===== src/rtl/spsel_consts.svh =====
// What this block does
// - Four-bit select field, bits 7:4, resets to 0x5, kept in non-volatile store
// - Codes 0 and 1 give primary or secondary reference loss of signal
// - Codes 2 and 5 give first or second synthesizer loss of lock
// - Codes 3 and 6 give reference divider halved, valid when not bypassed
// - Codes 4 and 7 give feedback divider output halved
// - Any active test setting overrides select and polarity
// - Status pin 0 shared between indicator and diagnostic sources
// - Codes 8 to 15 give calibration, interrupt, dividers, memory, switches
// - Polarity bit 3 resets to 1; one is active high, zero active low
`ifndef SPSEL_CONSTS_SVH
`define SPSEL_CONSTS_SVH
// ********************************
// Register map
// ********************************
`define SPSEL_IDX_CTRL 8'h1B
`define SPSEL_IDX_TEST 8'h40
`define SPSEL_IDX_NVM 8'h41
`define SPSEL_IDX_IRQ_STAT 8'h42
`define SPSEL_IDX_IRQ_MASK 8'h43
`define SPSEL_ADDR_MSB 9
`define SPSEL_ADDR_LSB 2
// ********************************
// Fields and reset values
// ********************************
`define SPSEL_SEL_MSB 7
`define SPSEL_SEL_LSB 4
`define SPSEL_POL_BIT 3
`define SPSEL_SEL_RST 4'h5
`define SPSEL_POL_RST 1'h1
`define SPSEL_CTRL_RST 8'h58
`define SPSEL_TEST_EN_BIT 0
`define SPSEL_TEST_VAL_BIT 1
`define SPSEL_NVM_SAVE_BIT 0
`define SPSEL_NVM_LOAD_BIT 1
`define SPSEL_IRQ_SEL_BIT 0
`define SPSEL_IRQ_NVM_BIT 1
`define SPSEL_IRQ_BITS 2
`endif


===== src/rtl/spsel_pkg.sv =====
`default_nettype none
package spsel_pkg;
   // Internal indicators that may be routed to the pin
   typedef struct packed {
      logic pri_los;
      logic sec_los;
      logic syn1_lol;
      logic syn2_lol;
      logic syn1_ref_div;
      logic syn2_ref_div;
      logic syn1_ref_bypass;
      logic syn2_ref_bypass;
      logic syn1_fb_div;
      logic syn2_fb_div;
      logic syn1_cal;
      logic syn2_cal;
      logic irq_comb;
      logic syn1_m_div;
      logic syn2_m_div;
      logic syn1_m_bypass;
      logic syn2_m_bypass;
      logic nvm_busy;
      logic syn1_auto_sw;
      logic syn2_auto_sw;
   } spsel_src_type;

   typedef enum logic [3:0] {
      SPSEL_PRI_LOS, SPSEL_SEC_LOS, SPSEL_S1_LOL, SPSEL_S1_REF,
      SPSEL_S1_FB, SPSEL_S2_LOL, SPSEL_S2_REF, SPSEL_S2_FB,
      SPSEL_S1_CAL, SPSEL_S2_CAL, SPSEL_IRQ, SPSEL_S1_M,
      SPSEL_S2_M, SPSEL_NVM, SPSEL_S1_SW, SPSEL_S2_SW
   } spsel_code_type;

   // Non-volatile store handshake
   typedef enum logic [1:0] {
      SPSEL_NV_IDLE, SPSEL_NV_SAVE, SPSEL_NV_LOAD
   } spsel_nv_state_type;
endpackage
`default_nettype wire


===== src/rtl/spsel_halver.sv =====
`default_nettype none
`include "spsel_consts.svh"
// Synchronises a divider output and toggles on each rising edge
module spsel_halver
   import spsel_pkg::*;
(
   input wire logic pclk,
   input wire logic presetn,
   input wire logic div_in,
   input wire logic bypass,
   output logic half_out
);
   logic s1_q;
   logic s2_q;
   logic s3_q;
   logic half_q;
   // Two-stage synchroniser, third stage for the edge
   always_ff @(posedge pclk or negedge presetn) begin
      if (!presetn) begin
         s1_q <= 1'b0;
         s2_q <= 1'b0;
         s3_q <= 1'b0;
      end else begin
         s1_q <= div_in;
         s2_q <= s1_q;
         s3_q <= s2_q;
      end
   end
   // Divide by two; held low while bypassed, output meaningless then
   always_ff @(posedge pclk or negedge presetn) begin
      if (!presetn) begin
         half_q <= 1'b0;
      end else if (bypass) begin
         half_q <= 1'b0;
      end else if (s2_q && !s3_q) begin
         half_q <= ~half_q;
      end
   end
   assign half_out = half_q;
endmodule
`default_nettype wire


===== src/rtl/spsel_top.sv =====
// Design decision made here: the APB interface to the registers.
`default_nettype none
`include "spsel_consts.svh"
module spsel_top
   import spsel_pkg::*;
(
   input wire logic pclk,
   input wire logic presetn,
   input wire logic psel,
   input wire logic penable,
   input wire logic pwrite,
   input wire logic [11:0] paddr,
   input wire logic [31:0] pwdata,
   output logic [31:0] prdata,
   output logic pready,
   output logic pslverr,
   input wire spsel_src_type src,
   output logic nvm_save,
   output logic nvm_load,
   input wire logic nvm_done,
   input wire logic [7:0] nvm_rdata,
   output logic status_pin0,
   output logic irq
);
   // ********************************
   // Input synchronisers
   // ********************************
   spsel_src_type src1_q;
   spsel_src_type src2_q;
   logic done1_q;
   logic done2_q;
   always_ff @(posedge pclk or negedge presetn) begin
      if (!presetn) begin
         src1_q <= '0;
         src2_q <= '0;
         done1_q <= 1'b0;
         done2_q <= 1'b0;
      end else begin
         src1_q <= src;
         src2_q <= src1_q;
         done1_q <= nvm_done;
         done2_q <= done1_q;
      end
   end

   // ********************************
   // Divided clocks
   // ********************************
   logic h_s1_ref;
   logic h_s2_ref;
   logic h_s1_fb;
   logic h_s2_fb;
   logic h_s1_m;
   logic h_s2_m;
   spsel_halver u_s1_ref (
      .pclk(pclk),
      .presetn(presetn),
      .div_in(src.syn1_ref_div),
      .bypass(src2_q.syn1_ref_bypass),
      .half_out(h_s1_ref)
   );
   spsel_halver u_s2_ref (
      .pclk(pclk),
      .presetn(presetn),
      .div_in(src.syn2_ref_div),
      .bypass(src2_q.syn2_ref_bypass),
      .half_out(h_s2_ref)
   );
   // Feedback dividers have no bypass, so their halvers never hold
   spsel_halver u_s1_fb (
      .pclk(pclk),
      .presetn(presetn),
      .div_in(src.syn1_fb_div),
      .bypass(1'b0),
      .half_out(h_s1_fb)
   );
   spsel_halver u_s2_fb (
      .pclk(pclk),
      .presetn(presetn),
      .div_in(src.syn2_fb_div),
      .bypass(1'b0),
      .half_out(h_s2_fb)
   );
   spsel_halver u_s1_m (
      .pclk(pclk),
      .presetn(presetn),
      .div_in(src.syn1_m_div),
      .bypass(src2_q.syn1_m_bypass),
      .half_out(h_s1_m)
   );
   spsel_halver u_s2_m (
      .pclk(pclk),
      .presetn(presetn),
      .div_in(src.syn2_m_div),
      .bypass(src2_q.syn2_m_bypass),
      .half_out(h_s2_m)
   );

   // ********************************
   // APB decode
   // ********************************
   logic [7:0] idx;
   logic wr_acc;
   logic mapped;
   logic wr_ctrl;
   logic wr_test;
   logic wr_nvm;
   logic wr_ist;
   logic wr_imask;
   assign idx = paddr[`SPSEL_ADDR_MSB:`SPSEL_ADDR_LSB];
   assign wr_acc = psel && penable && pwrite;
   // Register hit test, shared by the write strobes
   function automatic logic reg_hit(input logic [7:0] index,
                                    input logic [7:0] want);
      reg_hit = (index == want);
   endfunction
   // Per-register write strobes; an unmapped index matches none
   assign wr_ctrl = wr_acc && reg_hit(idx, `SPSEL_IDX_CTRL);
   assign wr_test = wr_acc && reg_hit(idx, `SPSEL_IDX_TEST);
   assign wr_nvm = wr_acc && reg_hit(idx, `SPSEL_IDX_NVM);
   assign wr_ist = wr_acc && reg_hit(idx, `SPSEL_IDX_IRQ_STAT);
   assign wr_imask = wr_acc && reg_hit(idx, `SPSEL_IDX_IRQ_MASK);
   // Zero-wait slave: every access completes in its first access cycle
   assign pready = 1'b1;
   always_comb begin
      unique case (idx)
         `SPSEL_IDX_CTRL, `SPSEL_IDX_TEST, `SPSEL_IDX_NVM,
         `SPSEL_IDX_IRQ_STAT, `SPSEL_IDX_IRQ_MASK: mapped = 1'b1;
         default: mapped = 1'b0;
      endcase
   end
   assign pslverr = psel && penable && !mapped;

   // ********************************
   // Control register
   // ********************************
   logic [3:0] sel_q;
   logic pol_q;
   logic [1:0] test_q;
   spsel_nv_state_type nv_q;
   logic nv_load_done;
   assign nv_load_done = (nv_q == SPSEL_NV_LOAD) && done2_q;
   // Store reload wins: it restores the retained value
   always_ff @(posedge pclk or negedge presetn) begin
      if (!presetn) begin
         sel_q <= `SPSEL_SEL_RST;
         pol_q <= `SPSEL_POL_RST;
      end else if (nv_load_done) begin
         sel_q <= nvm_rdata[`SPSEL_SEL_MSB:`SPSEL_SEL_LSB];
         pol_q <= nvm_rdata[`SPSEL_POL_BIT];
      end else if (wr_ctrl) begin
         sel_q <= pwdata[`SPSEL_SEL_MSB:`SPSEL_SEL_LSB];
         pol_q <= pwdata[`SPSEL_POL_BIT];
      end
   end

   // Test override setting
   always_ff @(posedge pclk or negedge presetn) begin
      if (!presetn) begin
         test_q <= 2'h0;
      end else if (wr_test) begin
         test_q <= pwdata[1:0];
      end
   end

   // ********************************
   // Non-volatile store sequencer
   // ********************************
   logic nv_start_save;
   logic nv_start_load;
   logic nv_finish;
   logic nv_quiet;
   assign nv_start_save = wr_nvm && pwdata[`SPSEL_NVM_SAVE_BIT];
   assign nv_start_load = wr_nvm && pwdata[`SPSEL_NVM_LOAD_BIT];
   // Done of a finished transfer drains through the synchroniser for
   // two edges; a start inside that time would end at once, so refuse
   assign nv_quiet = !done1_q && !done2_q;
   assign nv_finish = (nv_q != SPSEL_NV_IDLE) && done2_q;
   // Save takes priority if both are requested together
   always_ff @(posedge pclk or negedge presetn) begin
      if (!presetn) begin
         nv_q <= SPSEL_NV_IDLE;
      end else begin
         unique case (nv_q)
            SPSEL_NV_IDLE: begin
               if (nv_start_save && nv_quiet) begin
                  nv_q <= SPSEL_NV_SAVE;
               end else if (nv_start_load && nv_quiet) begin
                  nv_q <= SPSEL_NV_LOAD;
               end
            end
            SPSEL_NV_SAVE, SPSEL_NV_LOAD: begin
               if (done2_q) begin
                  nv_q <= SPSEL_NV_IDLE;
               end
            end
            default: nv_q <= SPSEL_NV_IDLE;
         endcase
      end
   end
   assign nvm_save = (nv_q == SPSEL_NV_SAVE);
   assign nvm_load = (nv_q == SPSEL_NV_LOAD);

   // ********************************
   // Source selection and pin
   // ********************************
   logic sel_raw;
   always_comb begin
      unique case (spsel_code_type'(sel_q))
         SPSEL_PRI_LOS: sel_raw = src2_q.pri_los;
         SPSEL_SEC_LOS: sel_raw = src2_q.sec_los;
         SPSEL_S1_LOL: sel_raw = src2_q.syn1_lol;
         SPSEL_S2_LOL: sel_raw = src2_q.syn2_lol;
         SPSEL_S1_REF: sel_raw = h_s1_ref;
         SPSEL_S2_REF: sel_raw = h_s2_ref;
         SPSEL_S1_FB: sel_raw = h_s1_fb;
         SPSEL_S2_FB: sel_raw = h_s2_fb;
         SPSEL_S1_CAL: sel_raw = src2_q.syn1_cal;
         SPSEL_S2_CAL: sel_raw = src2_q.syn2_cal;
         SPSEL_IRQ: sel_raw = src2_q.irq_comb;
         SPSEL_S1_M: sel_raw = h_s1_m;
         SPSEL_S2_M: sel_raw = h_s2_m;
         SPSEL_NVM: sel_raw = src2_q.nvm_busy;
         SPSEL_S1_SW: sel_raw = src2_q.syn1_auto_sw;
         SPSEL_S2_SW: sel_raw = src2_q.syn2_auto_sw;
      endcase
   end

   // Registered pin; test drive bypasses select and polarity
   logic pin_q;
   always_ff @(posedge pclk or negedge presetn) begin
      if (!presetn) begin
         pin_q <= 1'b0;
      end else if (test_q[`SPSEL_TEST_EN_BIT]) begin
         pin_q <= test_q[`SPSEL_TEST_VAL_BIT];
      end else begin
         pin_q <= pol_q ? sel_raw : ~sel_raw;
      end
   end
   assign status_pin0 = pin_q;

   // ********************************
   // Interrupts
   // ********************************
   logic [1:0] ist_q;
   logic [1:0] imask_q;
   logic [1:0] ev;
   logic sel_raw_q;
   always_ff @(posedge pclk or negedge presetn) begin
      if (!presetn) begin
         sel_raw_q <= 1'b0;
      end else begin
         sel_raw_q <= sel_raw;
      end
   end
   // Rise of chosen indicator; end of a store transfer
   assign ev[`SPSEL_IRQ_SEL_BIT] = sel_raw && !sel_raw_q;
   assign ev[`SPSEL_IRQ_NVM_BIT] = nv_finish;
   // Set beats write-one-to-clear in the same cycle
   always_ff @(posedge pclk or negedge presetn) begin
      if (!presetn) begin
         ist_q <= 2'h0;
      end else if (wr_ist) begin
         ist_q <= (ist_q & ~pwdata[1:0]) | ev;
      end else begin
         ist_q <= ist_q | ev;
      end
   end
   always_ff @(posedge pclk or negedge presetn) begin
      if (!presetn) begin
         imask_q <= 2'h0;
      end else if (wr_imask) begin
         imask_q <= pwdata[1:0];
      end
   end
   assign irq = |(ist_q & imask_q);

   // ********************************
   // Read data
   // ********************************
   logic rd_setup;
   logic [31:0] prdata_d;
   logic [31:0] prdata_q;
   // Word picked in the setup cycle so the bus sees a flip-flop; it
   // shows state as of that cycle, one edge older than the access
   assign rd_setup = psel && !penable && !pwrite;
   always_comb begin
      prdata_d = 32'h0000_0000;
      if (rd_setup) begin
         unique case (idx)
            `SPSEL_IDX_CTRL: prdata_d = {24'h000000, sel_q, pol_q, 3'h0};
            `SPSEL_IDX_TEST: prdata_d = {30'h0, test_q};
            `SPSEL_IDX_NVM: prdata_d = {30'h0, nvm_load, nvm_save};
            `SPSEL_IDX_IRQ_STAT: prdata_d = {30'h0, ist_q};
            `SPSEL_IDX_IRQ_MASK: prdata_d = {30'h0, imask_q};
            default: prdata_d = 32'h0000_0000;
         endcase
      end
   end
   // Zero again after the access edge, so idle cycles read zero
   always_ff @(posedge pclk or negedge presetn) begin
      if (!presetn) begin
         prdata_q <= 32'h0000_0000;
      end else begin
         prdata_q <= prdata_d;
      end
   end
   assign prdata = prdata_q;
endmodule
`default_nettype wire


===== config.mk =====
export PLATFORM = sky130hd
export DESIGN_NAME = spsel_top
export DESIGN_NICKNAME = d
export VERILOG_FILES = /design/src/rtl/spsel_pkg.sv /design/src/rtl/spsel_halver.sv /design/src/rtl/spsel_top.sv
export VERILOG_INCLUDE_DIRS = /design/src /design/src/rtl
export SDC_FILE = /design/constraint.sdc
export NUM_CORES = 1
export LEC_CHECK = 0
export BUFFER_PORTS_ARGS = -buffer_cell sky130_fd_sc_hd__buf_4
export CAP_MARGIN = 15
export CORE_AREA = 8 8 102 76
export CTS_BUF_LIST = sky130_fd_sc_hd__clkbuf_8
export CTS_CLUSTER_SIZE = 14
export DETAILED_ROUTE_END_ITERATION = 8
export DIE_AREA = 0 0 110 84
export PLACE_DENSITY_LB_ADDON = 0.08
export REMOVE_ABC_BUFFERS = 1
export SYNTH_ARGS = -nofsm -noshare
export SYNTH_HDL_FRONTEND = slang
export SYNTH_SLANG_ARGS = --single-unit

===== constraint.sdc =====
create_clock -name pclk -period 1.7 [get_ports pclk]
set_input_delay 0.34 -clock pclk [delete_from_list [all_inputs] [get_ports pclk]]
set_output_delay 0.34 -clock pclk [all_outputs]
set_load 0.01 [all_outputs]

==> results.md <==
### Run status
* result of the run: completed

### Setup path
* number of cells traversed by the worst register-to-register path: 7
* worst setup path endpoint: status_pin0
* type of element launching the critical path: register
* Setup CP Type: reg -> reg
* Critical Path Fanout Max: 5
* startpoint of the worst setup timing path: sel_q[0]
* setup slack on the worst flop-to-flop path: 0.04 ns
* critical path data required time: 1.96 ns
* Critical R2R Capture: status_pin0
* data arrival time of the critical path: 1.92 ns
* Worst setup EP type: register
* reg-to-reg startpoint: sel_q[0]

### Yosys
* Yosys top cell by area: dfrtp_1
* ranking of synthesized cells by area: dfrtp_1, buf_4, mux2i_1, dfstp_2, nand2_1
* flip-flop and latch count after synthesis: 76
* most instantiated library cell after synthesis: dfrtp_1
* Commonest cells post-synth: dfrtp_1, buf_4, nand2_1, mux2i_1, o21ai_0
* mean instance size in the synthesized netlist: 13.7 sq um
* Netlist cell types: 48
* Cell Area, Synth: 0.00300 sq mm
* instance count of the mapped netlist: 219
* proportion of netlist area held by the largest area contributor: 60.9%
* Most used DFF post-synth: dfrtp_1
* number of warnings reported in the yosys synthesis log: 0
* Async S/R FF share, synth: 100%
* EDFF count, synth: 0
* proportion of synthesized chip area in sequential cells: 63.5%

### STA
* clock tree skew after final layout: 0.00730 ns
* Final Hold Violating Endpoints: 0
* final worst-path setup slack: 0.0410 ns
* share of the clock period used by the worst path: 97.6%
* minimum clock period: 1.66 ns
* achievable frequency: 603 MHz
* unrepaired setup endpoints after global routing: yes
* Min Hold Slack: 0.0943 ns
* pins over their slew limit: 0
* # setup viols final: 0

### Layout
* share of cells above drive strength 1: 38.6%
* footprint of the flip-flops and latches: 0.00191 sq mm
* Nets: 382
* final cell utilization of the core: 62.4%
* number of cells in the finished layout apart from fillers: 384
* relative area change from synthesis to final layout: 26.7%
* area of the multi-input gates: 977 sq um
* number of fillers in the final layout: 483
* number of antenna cells inserted: 0

### GRT
* wire length of the first global-routing pass: 8.27 mm
* aggregate global-route resource usage: 11.7%
* global route overflow: 0
* via count of the first global-routing pass: 1709
* maximum number of pins on one net before global-route repair: 39
* number of antenna violations at the first check in global routing: 0

### Clock network
* CTS tree: built
* H-tree Lvls: 3
* total CTS buffers: 9
* clock slew seen by the registers of the worst setup and hold paths: 0.09 ns
* source-to-sink clock delay at the later pin of the worst-skew pair: 0.34 ns
* maximum buffer depth of the clock tree: 2
* clock root buffer: clkbuf_8
* number of clock sinks: 76

### Drt
* number of vias per cell: 4.56
* number of nets with antenna violations after detailed routing: 0
* DRT iter0 DRCs: 59
* wire length per cell after detailed routing: 13.9 microns
* number of vias in the routed layout: 1751
* DRC viols: 0
* TritonRoute pass-1 iters: 4
* DRT Wirelength: 5.34 mm

### Placed design
* pre-CTS worst setup slack: -0.107 ns
* placed instance count: 365
* I/O Buffers: 57
* DP HPWL: 4.09 mm
* final weighted congestion of routability-driven global placement: 0.718

### Power
* leakage power total: 1.86 nW
* power per unit of standard cell area: 987 mW/mm^2
* total power draw: 3.75 mW
* peak supply drop: 0.664 mV

### Floorplan
* height of the die: 84 microns
* width of the die: 110 microns
* Core Region: 0.00610 sq mm
* number of top-level design ports: 116
* Initial Util: 49.2%
* full die area: 0.00924 sq mm
* number of cell rows: 24

### Min path
* type of the tightest min-delay check: in -> reg

### Job
* reported max-cap violation count: 0

-- cells in the final DEF, fill, tap and decap left out, drive strengths merged, types with 7 or more instances in the layout --
master  instances
nand2          14
nor2            7
conb           26
o21ai           8
mux2i          11
buf            73
clkbuf         10
inv            11
dfrtp          73
nor2b           7
-- sequential cells by signal, indices dropped and copies added, names as in the netlist, 2 cells and up --
| register | cells |
|---|---|
| src2_q | 14 |
| src1_q | 14 |
| ist_q | 2 |
| prdata | 7 |
| test_q | 2 |
| imask_q | 2 |
| sel_q | 4 |
| nv_q | 2 |
-- metrics by stage --
| step | cell area [sq um] | TNS [ns] |
|---|---|---|
| floorplan | 2880 | 0 |
| global placement | 3530 | -0.189 |
| detailed placement | 3530 | -0.436 |
| CTS | 3750 | 0 |
| global route | 3800 | -0.0702 |
| finish | 3800 | 0 |
-- critical path, stage by stage, from the launching register on --
cell and delay (ns):
dfstp_2 0.39, buf_12 0.13, buf_4 0.13, or3b_1 0.36, o221ai_2 0.08, a32oi_2 0.09, o21a_1 0.20, o31ai_2 0.20
-- layout make-up --
cell class              instances  area share (%)
clock inverters                 7            2.30
repair buffers                 75            15.5
inverters                       6           0.592
clock buffers                   9            3.26
flip-flops and latches         76            50.1
multi-input cells             133            25.7
well taps                      78            2.57
-- worst min-delay path by stage --
stage,start,to,slack (ns),cells past startpoint
finish,src[3],src1_q[3],0.09,1
global route,src[17],src1_q[17],0.06,1
CTS,src[3],src1_q[3],0.07,1
detailed placement,src1_q[4],src2_q[4],0.33,0
global placement,src1_q[13],src2_q[13],0.33,0
floorplan,presetn,done1_q,0.04,0
-- logic make-up after synthesis --
logic type,synth area share (%)
other,0.250
muxes,7.29
AOI/OAI and AO/OA,5.71
xor gates and xnor gates,1.75
DFF,63.5
buffers and inverters,7.88
adders and majority gates,1.25
and+or+nand+nor,12.4
-- metal layers --
layer / up-vias / routed length, microns / track usage (%)
li1: 852 / - / -
met1: 815 / 2400 / 16.0
met2: 75 / 2160 / 15.4
met3: 9 / 685 / 5.09
met4: 0 / 93 / 5.50
met5: - / 0 / 0
-- where the power goes --
| part | internal, mW | switching [mW] |
|---|---|---|
| sequential | 1.92 | 0.0603 |
| combinational | 0.188 | 0.170 |
| clock | 0.716 | 0.702 |
-- what timing repair did --
item / 4_1_cts / 5_1_grt
endpoints found under the hold margin: 33 / 0
hold buffers: 1 / 0
setup endpoints to repair: 0 / 9
resized for setup: 0 / 6
buffers inserted: 0 / 2
No activity file was read; power rests on OpenSTA's default activity.
